<file path="src/fsc_pkg.sv">
/*
 * constants, codes and carriers for the flow setpoint configuration registers.
 * assumes a single 125 MHz clock domain shared with the serial protocol core.
 */
`default_nettype none

package fsc_pkg;

   ////////////////////////////////////////////////////////////////////////////
   // register addresses (zero-based protocol addresses)
   localparam logic [15:0] FSC_ADDR_FLOW_LO     = 16'h000A;
   localparam logic [15:0] FSC_ADDR_FLOW_HI     = 16'h000B;
   localparam logic [15:0] FSC_ADDR_RESERVED    = 16'h0073;
   localparam logic [15:0] FSC_ADDR_CTRL_MODE   = 16'h0074;
   localparam logic [15:0] FSC_ADDR_FLOW_UNIT   = 16'h0075;
   localparam logic [15:0] FSC_ADDR_SP_ORIGIN   = 16'h0076;

   ////////////////////////////////////////////////////////////////////////////
   // encodings
   localparam logic [15:0] FSC_UNIT_M3H         = 16'h0001;
   localparam logic [15:0] FSC_UNIT_LPS         = 16'h0002;
   localparam logic [15:0] FSC_UNIT_CFM         = 16'h0006;
   localparam logic [15:0] FSC_ORIGIN_ANALOG    = 16'h0000;
   localparam logic [15:0] FSC_ORIGIN_BUS       = 16'h0001;
   localparam logic [15:0] FSC_MODE_POSITION    = 16'h0000;
   localparam logic [15:0] FSC_MODE_FLOW        = 16'h0001;
   localparam logic [15:0] FSC_APP_FLOW_CTRL    = 16'h0000;
   localparam logic [15:0] FSC_APP_PRESSURE     = 16'h0001;
   localparam logic [15:0] FSC_APP_ROOM_PRESS   = 16'h0002;
   localparam logic [15:0] FSC_APP_FLOW_MEAS    = 16'h0003;

   ////////////////////////////////////////////////////////////////////////////
   // reset values
   localparam logic [15:0] FSC_RST_FLOW_UNIT    = 16'h0001;
   localparam logic [15:0] FSC_RST_SP_ORIGIN    = 16'h0001;
   localparam logic [15:0] FSC_RST_ZERO16       = 16'h0000;
   localparam logic [31:0] FSC_RST_ZERO32       = 32'h0000_0000;

   ////////////////////////////////////////////////////////////////////////////
   // fixed-point factors, q16: m3/h to l/s is 1/3.6, m3/h to cfm is 0.58956
   localparam logic [15:0] FSC_K_LPS_Q16        = 16'h471C;
   localparam logic [15:0] FSC_K_CFM_Q16        = 16'h96ED;
   localparam logic [15:0] FSC_K_ONE_SHIFT      = 16'h0010;
   // min/max limits are in 0.01 %, so full scale is 10000
   localparam logic [47:0] FSC_PCT_FULL         = 48'h0000_0000_2710;

   ////////////////////////////////////////////////////////////////////////////
   // carriers
   typedef struct packed {
      logic [15:0] addr;
      logic        wr;
      logic        rd;
      logic [15:0] wdata;
   } fsc_req_s;

   typedef struct packed {
      logic        ack;
      logic        err;
      logic [15:0] rdata;
   } fsc_rsp_s;

   typedef struct packed {
      logic [15:0] min_pct;
      logic [15:0] max_pct;
   } fsc_limits_s;

endpackage

`default_nettype wire

</file>
<file path="src/fsc_regs.sv">
/*
 * flow setpoint configuration register slice: control mode report, flow unit
 * selector, setpoint origin selector, plus the derived limits, flow reading
 * and active setpoint that these registers steer.
 * assumes a protocol core on the same clock presents one request per cycle at
 * most and reads answers one cycle later; all inputs are on sys_clk.
 */
// What this block does
// - control mode reads back read-only: 0 position control, 1 flow control
// - control mode only meaningful while application selection is flow control (0)
// - position mode: min/max limits scale the adapted mechanical travel
// - flow mode: min/max limits scale the nominal flow in cubic metres per hour
// - flow unit selector read/write: 1 m3/h, 2 l/s, 6 cfm; resets to 1
// - absolute flow reading in registers 11/12 uses the selected unit
// - setpoint origin selector read/write, analog or bus; resets to bus
// - origin 0 makes the analog setpoint (register 13) active
// - origin 1 makes the bus setpoint (register 1) active
// - application selection is an input, not a readable register: 0 flow, 1 pressure, 2 room, 3 measurement
`timescale 1ns/100ps
`default_nettype none

module fsc_regs
   import fsc_pkg::*;
(
   // clock and reset
   input  wire logic        sys_clk,
   input  wire logic        nrst,
   // register access from the protocol core
   input  wire fsc_req_s    req,
   output var  fsc_rsp_s    rsp,
   // maker configuration and live values
   input  wire logic [15:0] app_select,
   input  wire logic        maker_flow_mode,
   input  wire fsc_limits_s limits,
   input  wire logic [31:0] adapted_travel,
   input  wire logic [31:0] nominal_flow_m3h,
   input  wire logic [31:0] flow_m3h,
   input  wire logic [15:0] setpoint_analog,
   input  wire logic [15:0] setpoint_bus,
   // derived outputs
   output logic      [15:0] active_setpoint,
   output logic      [31:0] limit_min_abs,
   output logic      [31:0] limit_max_abs,
   output logic             flow_mode_active
);

   ////////////////////////////////////////////////////////////////////////////
   // stored state
   logic [15:0] flow_unit_reg;
   logic [15:0] sp_origin_reg;
   logic [31:0] flow_sel_reg;
   fsc_rsp_s    rsp_reg;
   logic [15:0] active_sp_reg;
   logic [31:0] lim_min_reg;
   logic [31:0] lim_max_reg;
   logic        flow_mode_reg;

   ////////////////////////////////////////////////////////////////////////////
   // decode
   wire logic hit_flow_lo  = (req.addr == FSC_ADDR_FLOW_LO);
   wire logic hit_flow_hi  = (req.addr == FSC_ADDR_FLOW_HI);
   wire logic hit_rsvd     = (req.addr == FSC_ADDR_RESERVED);
   wire logic hit_mode     = (req.addr == FSC_ADDR_CTRL_MODE);
   wire logic hit_unit     = (req.addr == FSC_ADDR_FLOW_UNIT);
   wire logic hit_origin   = (req.addr == FSC_ADDR_SP_ORIGIN);
   wire logic hit_any      = hit_flow_lo | hit_flow_hi | hit_rsvd | hit_mode | hit_unit | hit_origin;
   wire logic access       = req.wr | req.rd;

   // unassigned unit codes are refused so the reading always has a defined unit
   wire logic unit_code_ok = (req.wdata == FSC_UNIT_M3H) | (req.wdata == FSC_UNIT_LPS)
                             | (req.wdata == FSC_UNIT_CFM);
   wire logic origin_ok    = (req.wdata == FSC_ORIGIN_ANALOG) | (req.wdata == FSC_ORIGIN_BUS);
   wire logic wr_unit      = req.wr & hit_unit & unit_code_ok;
   wire logic wr_origin    = req.wr & hit_origin & origin_ok;
   // flow readings are read-only; control mode and reserved slot drop writes
   wire logic wr_refused   = req.wr & (hit_mode | hit_rsvd | hit_flow_lo | hit_flow_hi);
   wire logic bad_value    = req.wr & ((hit_unit & ~unit_code_ok) | (hit_origin & ~origin_ok));

   ////////////////////////////////////////////////////////////////////////////
   // control mode reads flow only while application selection is flow control and maker_flow_mode is set
   wire logic app_is_flow  = (app_select == FSC_APP_FLOW_CTRL);
   wire logic mode_flow    = app_is_flow & maker_flow_mode;
   wire logic [15:0] mode_view = mode_flow ? FSC_MODE_FLOW : FSC_MODE_POSITION;

   ////////////////////////////////////////////////////////////////////////////
   // flow reading in the selected unit
   logic [31:0] flow_lps;
   logic [31:0] flow_cfm;

   fsc_q16_scale #(
      .VAL_W (32),
      .K_W   (16)
   ) u_to_lps (
      .value  (flow_m3h),
      .factor (FSC_K_LPS_Q16),
      .scaled (flow_lps)
   );

   fsc_q16_scale #(
      .VAL_W (32),
      .K_W   (16)
   ) u_to_cfm (
      .value  (flow_m3h),
      .factor (FSC_K_CFM_Q16),
      .scaled (flow_cfm)
   );

   wire logic [31:0] flow_sel_next = (flow_unit_reg == FSC_UNIT_LPS) ? flow_lps
                                   : (flow_unit_reg == FSC_UNIT_CFM) ? flow_cfm
                                   : flow_m3h;

   ////////////////////////////////////////////////////////////////////////////
   // limits: travel in position mode, nominal flow in flow mode
   wire logic [31:0] limit_base  = mode_flow ? nominal_flow_m3h : adapted_travel;
   logic [31:0] lim_min_next;
   logic [31:0] lim_max_next;

   fsc_pct_scale #(
      .BASE_W (32),
      .PCT_W  (16)
   ) u_lim_min (
      .base   (limit_base),
      .pct    (limits.min_pct),
      .scaled (lim_min_next)
   );

   fsc_pct_scale #(
      .BASE_W (32),
      .PCT_W  (16)
   ) u_lim_max (
      .base   (limit_base),
      .pct    (limits.max_pct),
      .scaled (lim_max_next)
   );

   ////////////////////////////////////////////////////////////////////////////
   // active setpoint; the watchdog on bus renewal lives outside this slice
   wire logic [15:0] active_sp_next = (sp_origin_reg == FSC_ORIGIN_ANALOG) ? setpoint_analog
                                    : setpoint_bus;

   ////////////////////////////////////////////////////////////////////////////
   // read mux
   wire logic [15:0] rdata_next  = ~req.rd     ? FSC_RST_ZERO16
                                 : hit_flow_lo ? flow_sel_reg[15:0]
                                 : hit_flow_hi ? flow_sel_reg[31:16]
                                 : hit_mode    ? mode_view
                                 : hit_unit    ? flow_unit_reg
                                 : hit_origin  ? sp_origin_reg
                                 : FSC_RST_ZERO16;
   wire logic     err_unmapped = access & ~hit_any;
   wire logic     err_write    = req.wr & (wr_refused | bad_value);
   wire fsc_rsp_s rsp_next     = '{ack:   access,
                                   err:   err_unmapped | err_write,
                                   rdata: rdata_next};

   ////////////////////////////////////////////////////////////////////////////
   // selectors take their reset values and drop refused writes
   fsc_sel_reg #(
      .W       (16),
      .RST_VAL (FSC_RST_FLOW_UNIT)
   ) u_unit (
      .sys_clk (sys_clk),
      .nrst    (nrst),
      .load    (wr_unit),
      .din     (req.wdata),
      .q       (flow_unit_reg)
   );

   fsc_sel_reg #(
      .W       (16),
      .RST_VAL (FSC_RST_SP_ORIGIN)
   ) u_origin (
      .sys_clk (sys_clk),
      .nrst    (nrst),
      .load    (wr_origin),
      .din     (req.wdata),
      .q       (sp_origin_reg)
   );

   ////////////////////////////////////////////////////////////////////////////
   // answer to the protocol core, one edge after the request
   always_ff @(posedge sys_clk or negedge nrst) begin
      if (!nrst) begin
         rsp_reg <= '0;
      end else begin
         rsp_reg <= rsp_next;
      end
   end

   ////////////////////////////////////////////////////////////////////////////
   // live views, one edge behind their inputs
   always_ff @(posedge sys_clk or negedge nrst) begin
      if (!nrst) begin
         flow_sel_reg <= FSC_RST_ZERO32;
      end else begin
         flow_sel_reg <= flow_sel_next;
      end
   end

   always_ff @(posedge sys_clk or negedge nrst) begin
      if (!nrst) begin
         active_sp_reg <= FSC_RST_ZERO16;
      end else begin
         active_sp_reg <= active_sp_next;
      end
   end

   always_ff @(posedge sys_clk or negedge nrst) begin
      if (!nrst) begin
         lim_min_reg <= FSC_RST_ZERO32;
      end else begin
         lim_min_reg <= lim_min_next;
      end
   end

   always_ff @(posedge sys_clk or negedge nrst) begin
      if (!nrst) begin
         lim_max_reg <= FSC_RST_ZERO32;
      end else begin
         lim_max_reg <= lim_max_next;
      end
   end

   always_ff @(posedge sys_clk or negedge nrst) begin
      if (!nrst) begin
         flow_mode_reg <= 1'b0;
      end else begin
         flow_mode_reg <= mode_flow;
      end
   end

   assign rsp              = rsp_reg;
   assign active_setpoint  = active_sp_reg;
   assign limit_min_abs    = lim_min_reg;
   assign limit_max_abs    = lim_max_reg;
   assign flow_mode_active = flow_mode_reg;

endmodule

////////////////////////////////////////////////////////////////////////////////
// value times a q16 factor, fraction dropped
module fsc_q16_scale
   import fsc_pkg::*;
#(
   parameter int VAL_W = 32,
   parameter int K_W   = 16
) (
   // operands
   input  wire logic [VAL_W-1:0] value,
   input  wire logic [K_W-1:0]   factor,
   // result
   output logic      [VAL_W-1:0] scaled
);

   // full-width product so no integer bits are lost before the cut
   wire logic [VAL_W+K_W-1:0] product = value * factor;

   assign scaled = product[VAL_W+K_W-1:K_W];

endmodule

////////////////////////////////////////////////////////////////////////////////
// base times a limit in 0.01 %, truncated
module fsc_pct_scale
   import fsc_pkg::*;
#(
   parameter int BASE_W = 32,
   parameter int PCT_W  = 16
) (
   // operands
   input  wire logic [BASE_W-1:0] base,
   input  wire logic [PCT_W-1:0]  pct,
   // result
   output logic      [BASE_W-1:0] scaled
);

   // constant divisor keeps this fixed logic, but it is the deepest path here
   wire logic [BASE_W+PCT_W-1:0] product  = base * pct;
   wire logic [BASE_W+PCT_W-1:0] quotient = product / FSC_PCT_FULL;

   assign scaled = quotient[BASE_W-1:0];

endmodule

////////////////////////////////////////////////////////////////////////////////
// selector register: loads only on an accepted write
module fsc_sel_reg
   import fsc_pkg::*;
#(
   parameter int           W       = 16,
   parameter logic [W-1:0] RST_VAL = '0
) (
   // clock and reset
   input  wire logic         sys_clk,
   input  wire logic         nrst,
   // load
   input  wire logic         load,
   input  wire logic [W-1:0] din,
   // stored value
   output logic      [W-1:0] q
);

   always_ff @(posedge sys_clk or negedge nrst) begin
      if (!nrst) begin
         q <= RST_VAL;
      end else if (load) begin
         q <= din;
      end
   end

endmodule

`default_nettype wire

</file>
<file path="config.mk">
export PLATFORM = sky130hd
export DESIGN_NAME = fsc_regs
export DESIGN_NICKNAME = d
export VERILOG_FILES = /design/src/fsc_pkg.sv /design/src/fsc_regs.sv
export SDC_FILE = /design/constraint.sdc
export NUM_CORES = 2
export LEC_CHECK = 0
export BUFFER_PORTS_ARGS = -buffer_cell sky130_fd_sc_hd__buf_2
export CAP_MARGIN = 5
export CORE_UTILIZATION = 30
export DETAILED_ROUTE_END_ITERATION = 8
export PLACE_DENSITY = 0.56
export SKIP_LAST_GASP = 1
export SYNTH_ARGS = -nofsm -noshare
export SYNTH_HDL_FRONTEND = slang
export SYNTH_HIERARCHICAL = 1
export SYNTH_SLANG_ARGS = --single-unit
export TNS_END_PERCENT = 50
</file>
<file path="constraint.sdc">
create_clock -name sys_clk -period 2.29 [get_ports sys_clk]
set_input_delay 0.5725 -clock sys_clk [delete_from_list [all_inputs] [get_ports sys_clk]]
set_output_delay 0.5725 -clock sys_clk [all_outputs]
set_load 0.03 [all_outputs]
</file>
== Word-level counts from Yosys, hierarchy flattened ==
Cells that the tools add are included.

* Output and inout port bits: 99
* Logic and storage cells: 70
* Register bits after elaboration: 163
* Input bits: 213

* Equal/unequal tests: 11
* Mux-type cells: 11
* Bitwise logic cells: 29
* Reductions and logical operators: 3
* Divide/modulo/power cells: 2
* Multipliers: 4

{| class="wikitable"
|+ Operators by type and width
! cell !! count
|-
| two-way mux 16 bit || 7
|-
| divider 48 x 14 -> 48 bit, second input constant || 2
|-
| multiplier 32 x 16 -> 48 bit || 2
|-
| two-way mux 32 bit || 3
|-
| equality test 16 x 7 -> 1 bit, second input constant || 4
|-
| logical NOT 16 bit || 3
|-
| multiplier 32 x 16 -> 48 bit, second input constant || 1
|-
| multiplier 32 x 13 -> 45 bit, second input constant || 1
|-
| equality test 16 x 2 -> 1 bit, second input constant || 2
|-
| equality test 16 x 3 -> 1 bit, second input constant || 2
|-
| equality test 16 x 4 -> 1 bit, second input constant || 2
|-
| equality test 16 x 1 -> 1 bit, second input constant || 1
|-
| bitwise OR 1 bit || 15
|-
| AND 1 bit || 11
|-
| inverter 1 bit || 3
|-
| two-way mux 1 bit || 1
|}

== Depth between registers and ports, before layout ==
* Depth after elaboration: 10
* Depth in mapped cells: 167
* Mapped depth without buffers: 147

== Cells and area by module ==
The synthesis kept the hierarchy.

{| class="wikitable"
|+ By module, submodules not included
! module !! cells each !! sequential area each (µm²) !! instances !! area each (µm²)
|-
| fsc_pct_scale at u_lim_min || 4195 || 0.0 || 1 || 31715.4
|-
| fsc_pct_scale at u_lim_max || 4160 || 0.0 || 1 || 31431.4
|-
| fsc_q16_scale at u_to_cfm || 1835 || 0.0 || 1 || 15906.5
|-
| fsc_q16_scale at u_to_lps || 1835 || 0.0 || 1 || 15869.0
|-
| fsc_regs || 429 || 3278.1 || 1 || 5318.9
|-
| fsc_sel_reg || 34 || 401.6 || 2 || 650.6
|}

== Worst setup path before layout ==
No wires, ideal clock.

* Path kind: in2reg
* Start: input port app_select[12]
* End: register lim_max_reg[0] (netlist: limit_max_abs[0])
* Data arrival time: 35975 ps
* Path slack: -33768 ps
* Cell stages on the path: 142
* Setup time: 82 ps
* Path through: nor4b_1 -> nand2_1 -> nor3_1 -> buf_2 -> mux2_2 -> clkbuf_1 -> nand2_1 -> fa_1 -> inv_1 -> fa_1 -> inv_1 -> fa_1 -> inv_1 -> fa_1 -> fa_1 -> inv_1 -> fa_1 -> inv_1 -> (+106 left out) -> xor2_2 -> nand4_1 -> a31oi_2 -> nor2_4 -> xnor2_2 -> o311a_1 -> o41ai_1 -> a21oi_1 -> xor2_1 -> o31a_1 -> or3b_1 -> a211o_1 -> a311oi_2 -> o2111a_1 -> nor3_1 -> o311a_1 -> maj3_2 -> o22ai_1

* Cells in the longest elaborated chain, start to end: 5

{| class="wikitable"
|+ Ends and longest elaborated chain
! element !! line !! source
|-
| from (decl) || fsc_regs.sv:32 || <nowiki>input wire logic [15:0] app_select,</nowiki>
|-
| logical NOT 16 bit || fsc_regs.sv:81 || <nowiki>wire logic app_is_flow = (app_select == FSC_APP_FLOW_CTRL);</nowiki>
|-
| AND 1 bit || fsc_regs.sv:82 || <nowiki>wire logic mode_flow = app_is_flow & maker_flow_mode;</nowiki>
|-
| two-way mux 32 bit || fsc_regs.sv:114 || <nowiki>wire logic [31:0] limit_base = mode_flow ? nominal_flow_m3h : adapted_travel;</nowiki>
|-
| via limit_base[18] || fsc_regs.sv:114 ||
|-
| multiplier 32 x 16 -> 48 bit || fsc_regs.sv:278 || <nowiki>wire logic [BASE_W+PCT_W-1:0] product = base * pct;</nowiki>
|-
| divider 48 x 14 -> 48 bit || fsc_regs.sv:279 || <nowiki>wire logic [BASE_W+PCT_W-1:0] quotient = product / FSC_PCT_FULL;</nowiki>
|-
| via lim_max_next[0] || fsc_regs.sv:116 || <nowiki>logic [31:0] lim_max_next;</nowiki>
|-
| to (signal assigned) || fsc_regs.sv:220 || <nowiki>lim_max_reg <= lim_max_next;</nowiki>
|-
| to (decl) || fsc_regs.sv:55 || <nowiki>logic [31:0] lim_max_reg;</nowiki>
|}

The timed path passes the listed nets, and every way through them passes these cells.
A chain may end at the register's enable or synchronous reset.

== Worst setup path after layout ==
* Start: input port app_select[3]
* End: register lim_max_reg[0] (netlist: limit_max_abs[0])

Same word-level chain as after synthesis.

==> results.json <==
{
  "synth_common_cells": "inv_1 (1,921), nand2_1 (1,879), fa_1 (1,670)",
  "cts-root-buf": "clkbuf_16",
  "violations": "setup timing",
  "core_area_sq_mm": 0.337,
  "final_max_slew_viol_count": 0,
  "start_util": 0.302,
  "grt_pass1_vias": 106391,
  "fmax_mhz": 28.8,
  "pre_cts_ws_ns": -34.19,
  "cp-end-kind": "flip-flop",
  "cpMostUsedCell": "buf_6",
  "row_count": 213,
  "clk_path_buf_depth": 3,
  "netlist_area_sq_mm": 0.102,
  "layout_setup_ws_ns": -32.45,
  "post-route-util": 0.430,
  "finalCriticalPeriod_ns": 34.74,
  "hold_path_end": "active_setpoint[1]$_DFF_PN0_",
  "cp_max_fo": 8,
  "area_growth_pct": 42.5,
  "yosysMostFrequentCell": "inv_1",
  "yosys-top-cells-area": "fa_1 (33%), inv_1 (7.1%), nand2_1 (6.9%)",
  "cts.clk_slew.worst_paths_ns": 0.11,
  "wirelength_um": 365000,
  "drv_cap": 0,
  "synth-async-reset-ratio": 1.00,
  "grt-ovfl-total": 0,
  "drt-pass1-iter-count": 6,
  "io_pins": 312,
  "timing.rr.end": "flow_sel_reg[4]$_DFF_PN0_",
  "worstMarginPinSlew_ns": 0.855,
  "design_area_sq_mm": 0.145,
  "grt_max_degree": 65,
  "placed_area_sq_mm": 0.135,
  "required_ns": 2.82,
  "drtAntennaViolNets": 0,
  "cts.sinks": 163,
  "yosysWarnings": 6,
  "numPortBuffers": 311,
  "max_stage_delay_ns": 0.57,
  "worstHoldStart": "setpoint_analog[1]",
  "synth_ff_type": "dfrtp_1",
  "antenna_found_initial": 42,
  "critical-path-slowest-cell": "fa_1",
  "reg2reg_from": "u_unit/q[9]$_DFFE_PN0P_",
  "clkLatencyLatePin_ns": 0.63,
  "vias": 103376,
  "status": "complete, but fails checks",
  "relSlewSlack": 0.421,
  "critPathArrivalTime_ns": 35.26,
  "htree_levels": 4,
  "drt_iter0_drc": 6383,
  "die_h_um": 584,
  "layout_worst_path_cycle_share": 15.2,
  "dieArea_sq_mm": 0.341,
  "synth.distinct_cells": 175,
  "synth_top_area_frac": 0.329,
  "holdCritPathClass": "in -> reg",
  "crit_type": "in -> reg",
  "reg2reg_depth": 4,
  "start_kind": "input pin",
  "fin_nets": 18573,
  "ys_seq_area_frac": 0.0402,
  "dpl.hpwl_um": 302000,
  "place.gp.congestion": 0.923,
  "fin_hold_ws_ns": 0.170,
  "avgSynthCellArea_sq_um": 8.11,
  "skew_ns": 0.0509,
  "synth_edf_count": 0,
  "setup_viol": 96,
  "grt_pass1_wl_um": 582000,
  "viasPerCell": 4.98,
  "wl_per_cell_um": 17.6,
  "cts_tree": "yes",
  "postSynthCellCount": 12522,
  "holdPathStages": 2,
  "drive_gt1_frac": 0.342,
  "die_x_um": 584,
  "yosysTopAreaCell": "fa_1",
  "cts_made_buffers": 21,
  "fill_cells": 33600,
  "rsz0062_at_grt": "true",
  "final_hold_viol_count": 0,
  "r2r_slack_ns": 0.28,
  "grtUsageTotal": 0.212,
  "drc": 0,
  "synth-seq-cells": 163
}
==> through the flow <==
stage / std cells / TNS (ns)
after floorplan: 12678 / -1394.20
after global placement: 20320 / -1519.37
after detailed placement: 20320 / -1531.94
after CTS: 20624 / -1389.39
after global routing: 20746 / -1471.23
final: 20761 / -1413.25
==> metal layers <==
layer | global-route usage | vias up | wire length (um)
met3 | 0.0305 | 449 | 21100
met5 | 0 | - | 158
met2 | 0.361 | 2628 | 176000
li1 | - | 48796 | -
met4 | 0.0522 | 26 | 8720
met1 | 0.280 | 51477 | 159000
==> cell type report <==
class                           count  area, sq um  area share
Multi-Input combinational cell  10012        95100       0.657
Tap cell                         4515         5650      0.0391
Inverter                         1953         7380      0.0510
Timing Repair Buffer             4065        31700       0.219
Clock inverter                      7          146     0.00101
Sequential cell                   163         4080      0.0282
Antenna cell                       20         50.0    0.000346
Clock buffer                       26          584     0.00404
==> what timing repair did <==
item,in CTS,in global routing
endpoints found under the hold margin,35,0
hold buffers,1,0
setup buffers,263,117
pin swaps,402,244
gates cloned,9,1
endpoints found under the setup margin,96,96
gates resized for setup,760,383
==> placed cells by master (no fill, tap or decap), types with 49 or more instances in the layout <==
master       n
buf_4     3506
inv_1     1897
nand2_1   1838
fa_1      1651
and2_1     841
nor2_1     478
ha_1       433
a21oi_1    406
buf_2      310
o21ai_0    266
xnor2_1    264
nor3_1     161
dfrtp_1    160
conb_1     158
a21o_1     149
nand3_1    148
o21ai_1    140
buf_6      134
xor2_1     132
o211ai_1   127
nand4_1    109
mux2i_1     97
buf_12      95
a21oi_2     89
a31oi_1     81
o21a_1      79
and3_1      73
mux2_4      68
xnor2_2     62
a211oi_1    60
mux2_2      56
nand2b_1    55
or3_1       49
==> how the worst max path moves through the flow <==
stage                        from  depth (start not counted)  slack [ns]                         end
floorplan           app_select[3]                        147      -32.58  limit_min_abs[0]$_DFF_PN0_
global placement    app_select[7]                        151      -33.96  limit_min_abs[0]$_DFF_PN0_
detailed placement  app_select[7]                        151      -34.19  limit_min_abs[0]$_DFF_PN0_
CTS                 app_select[3]                        141      -32.02  limit_max_abs[0]$_DFF_PN0_
global route        app_select[6]                        158      -33.88  limit_max_abs[0]$_DFF_PN0_
finish              app_select[3]                        143      -32.45  limit_max_abs[0]$_DFF_PN0_
==> critical path, delay by kind of cell <==
family | cells | cell delay [ns]
xor gates and xnor gates | 5 | 0.71
muxes | 6 | 1.83
and+or+nand+nor | 30 | 7.24
buffers and inverters | 26 | 3.48
adders and majority gates | 9 | 3.91
AOI/OAI and AO/OA | 67 | 17.39
==> kinds of logic (layout without fill, tap and decap cells) <==
kind of cell    after synthesis  count (layout)  synth area share
compound gates             2547            2547             0.187
other cells                   2             178         0.0000740
flops                       163             163            0.0402
fa+ha+maj                  2174            2174             0.391
mux                         254             256            0.0285
simple gates               4378            4379             0.212
xor+xnor                    498             498            0.0457
buf+inv                    2506            6051            0.0961
Power is not shown: default switching activity piles up to over one toggle a cycle in this logic, so the estimate is an artifact.
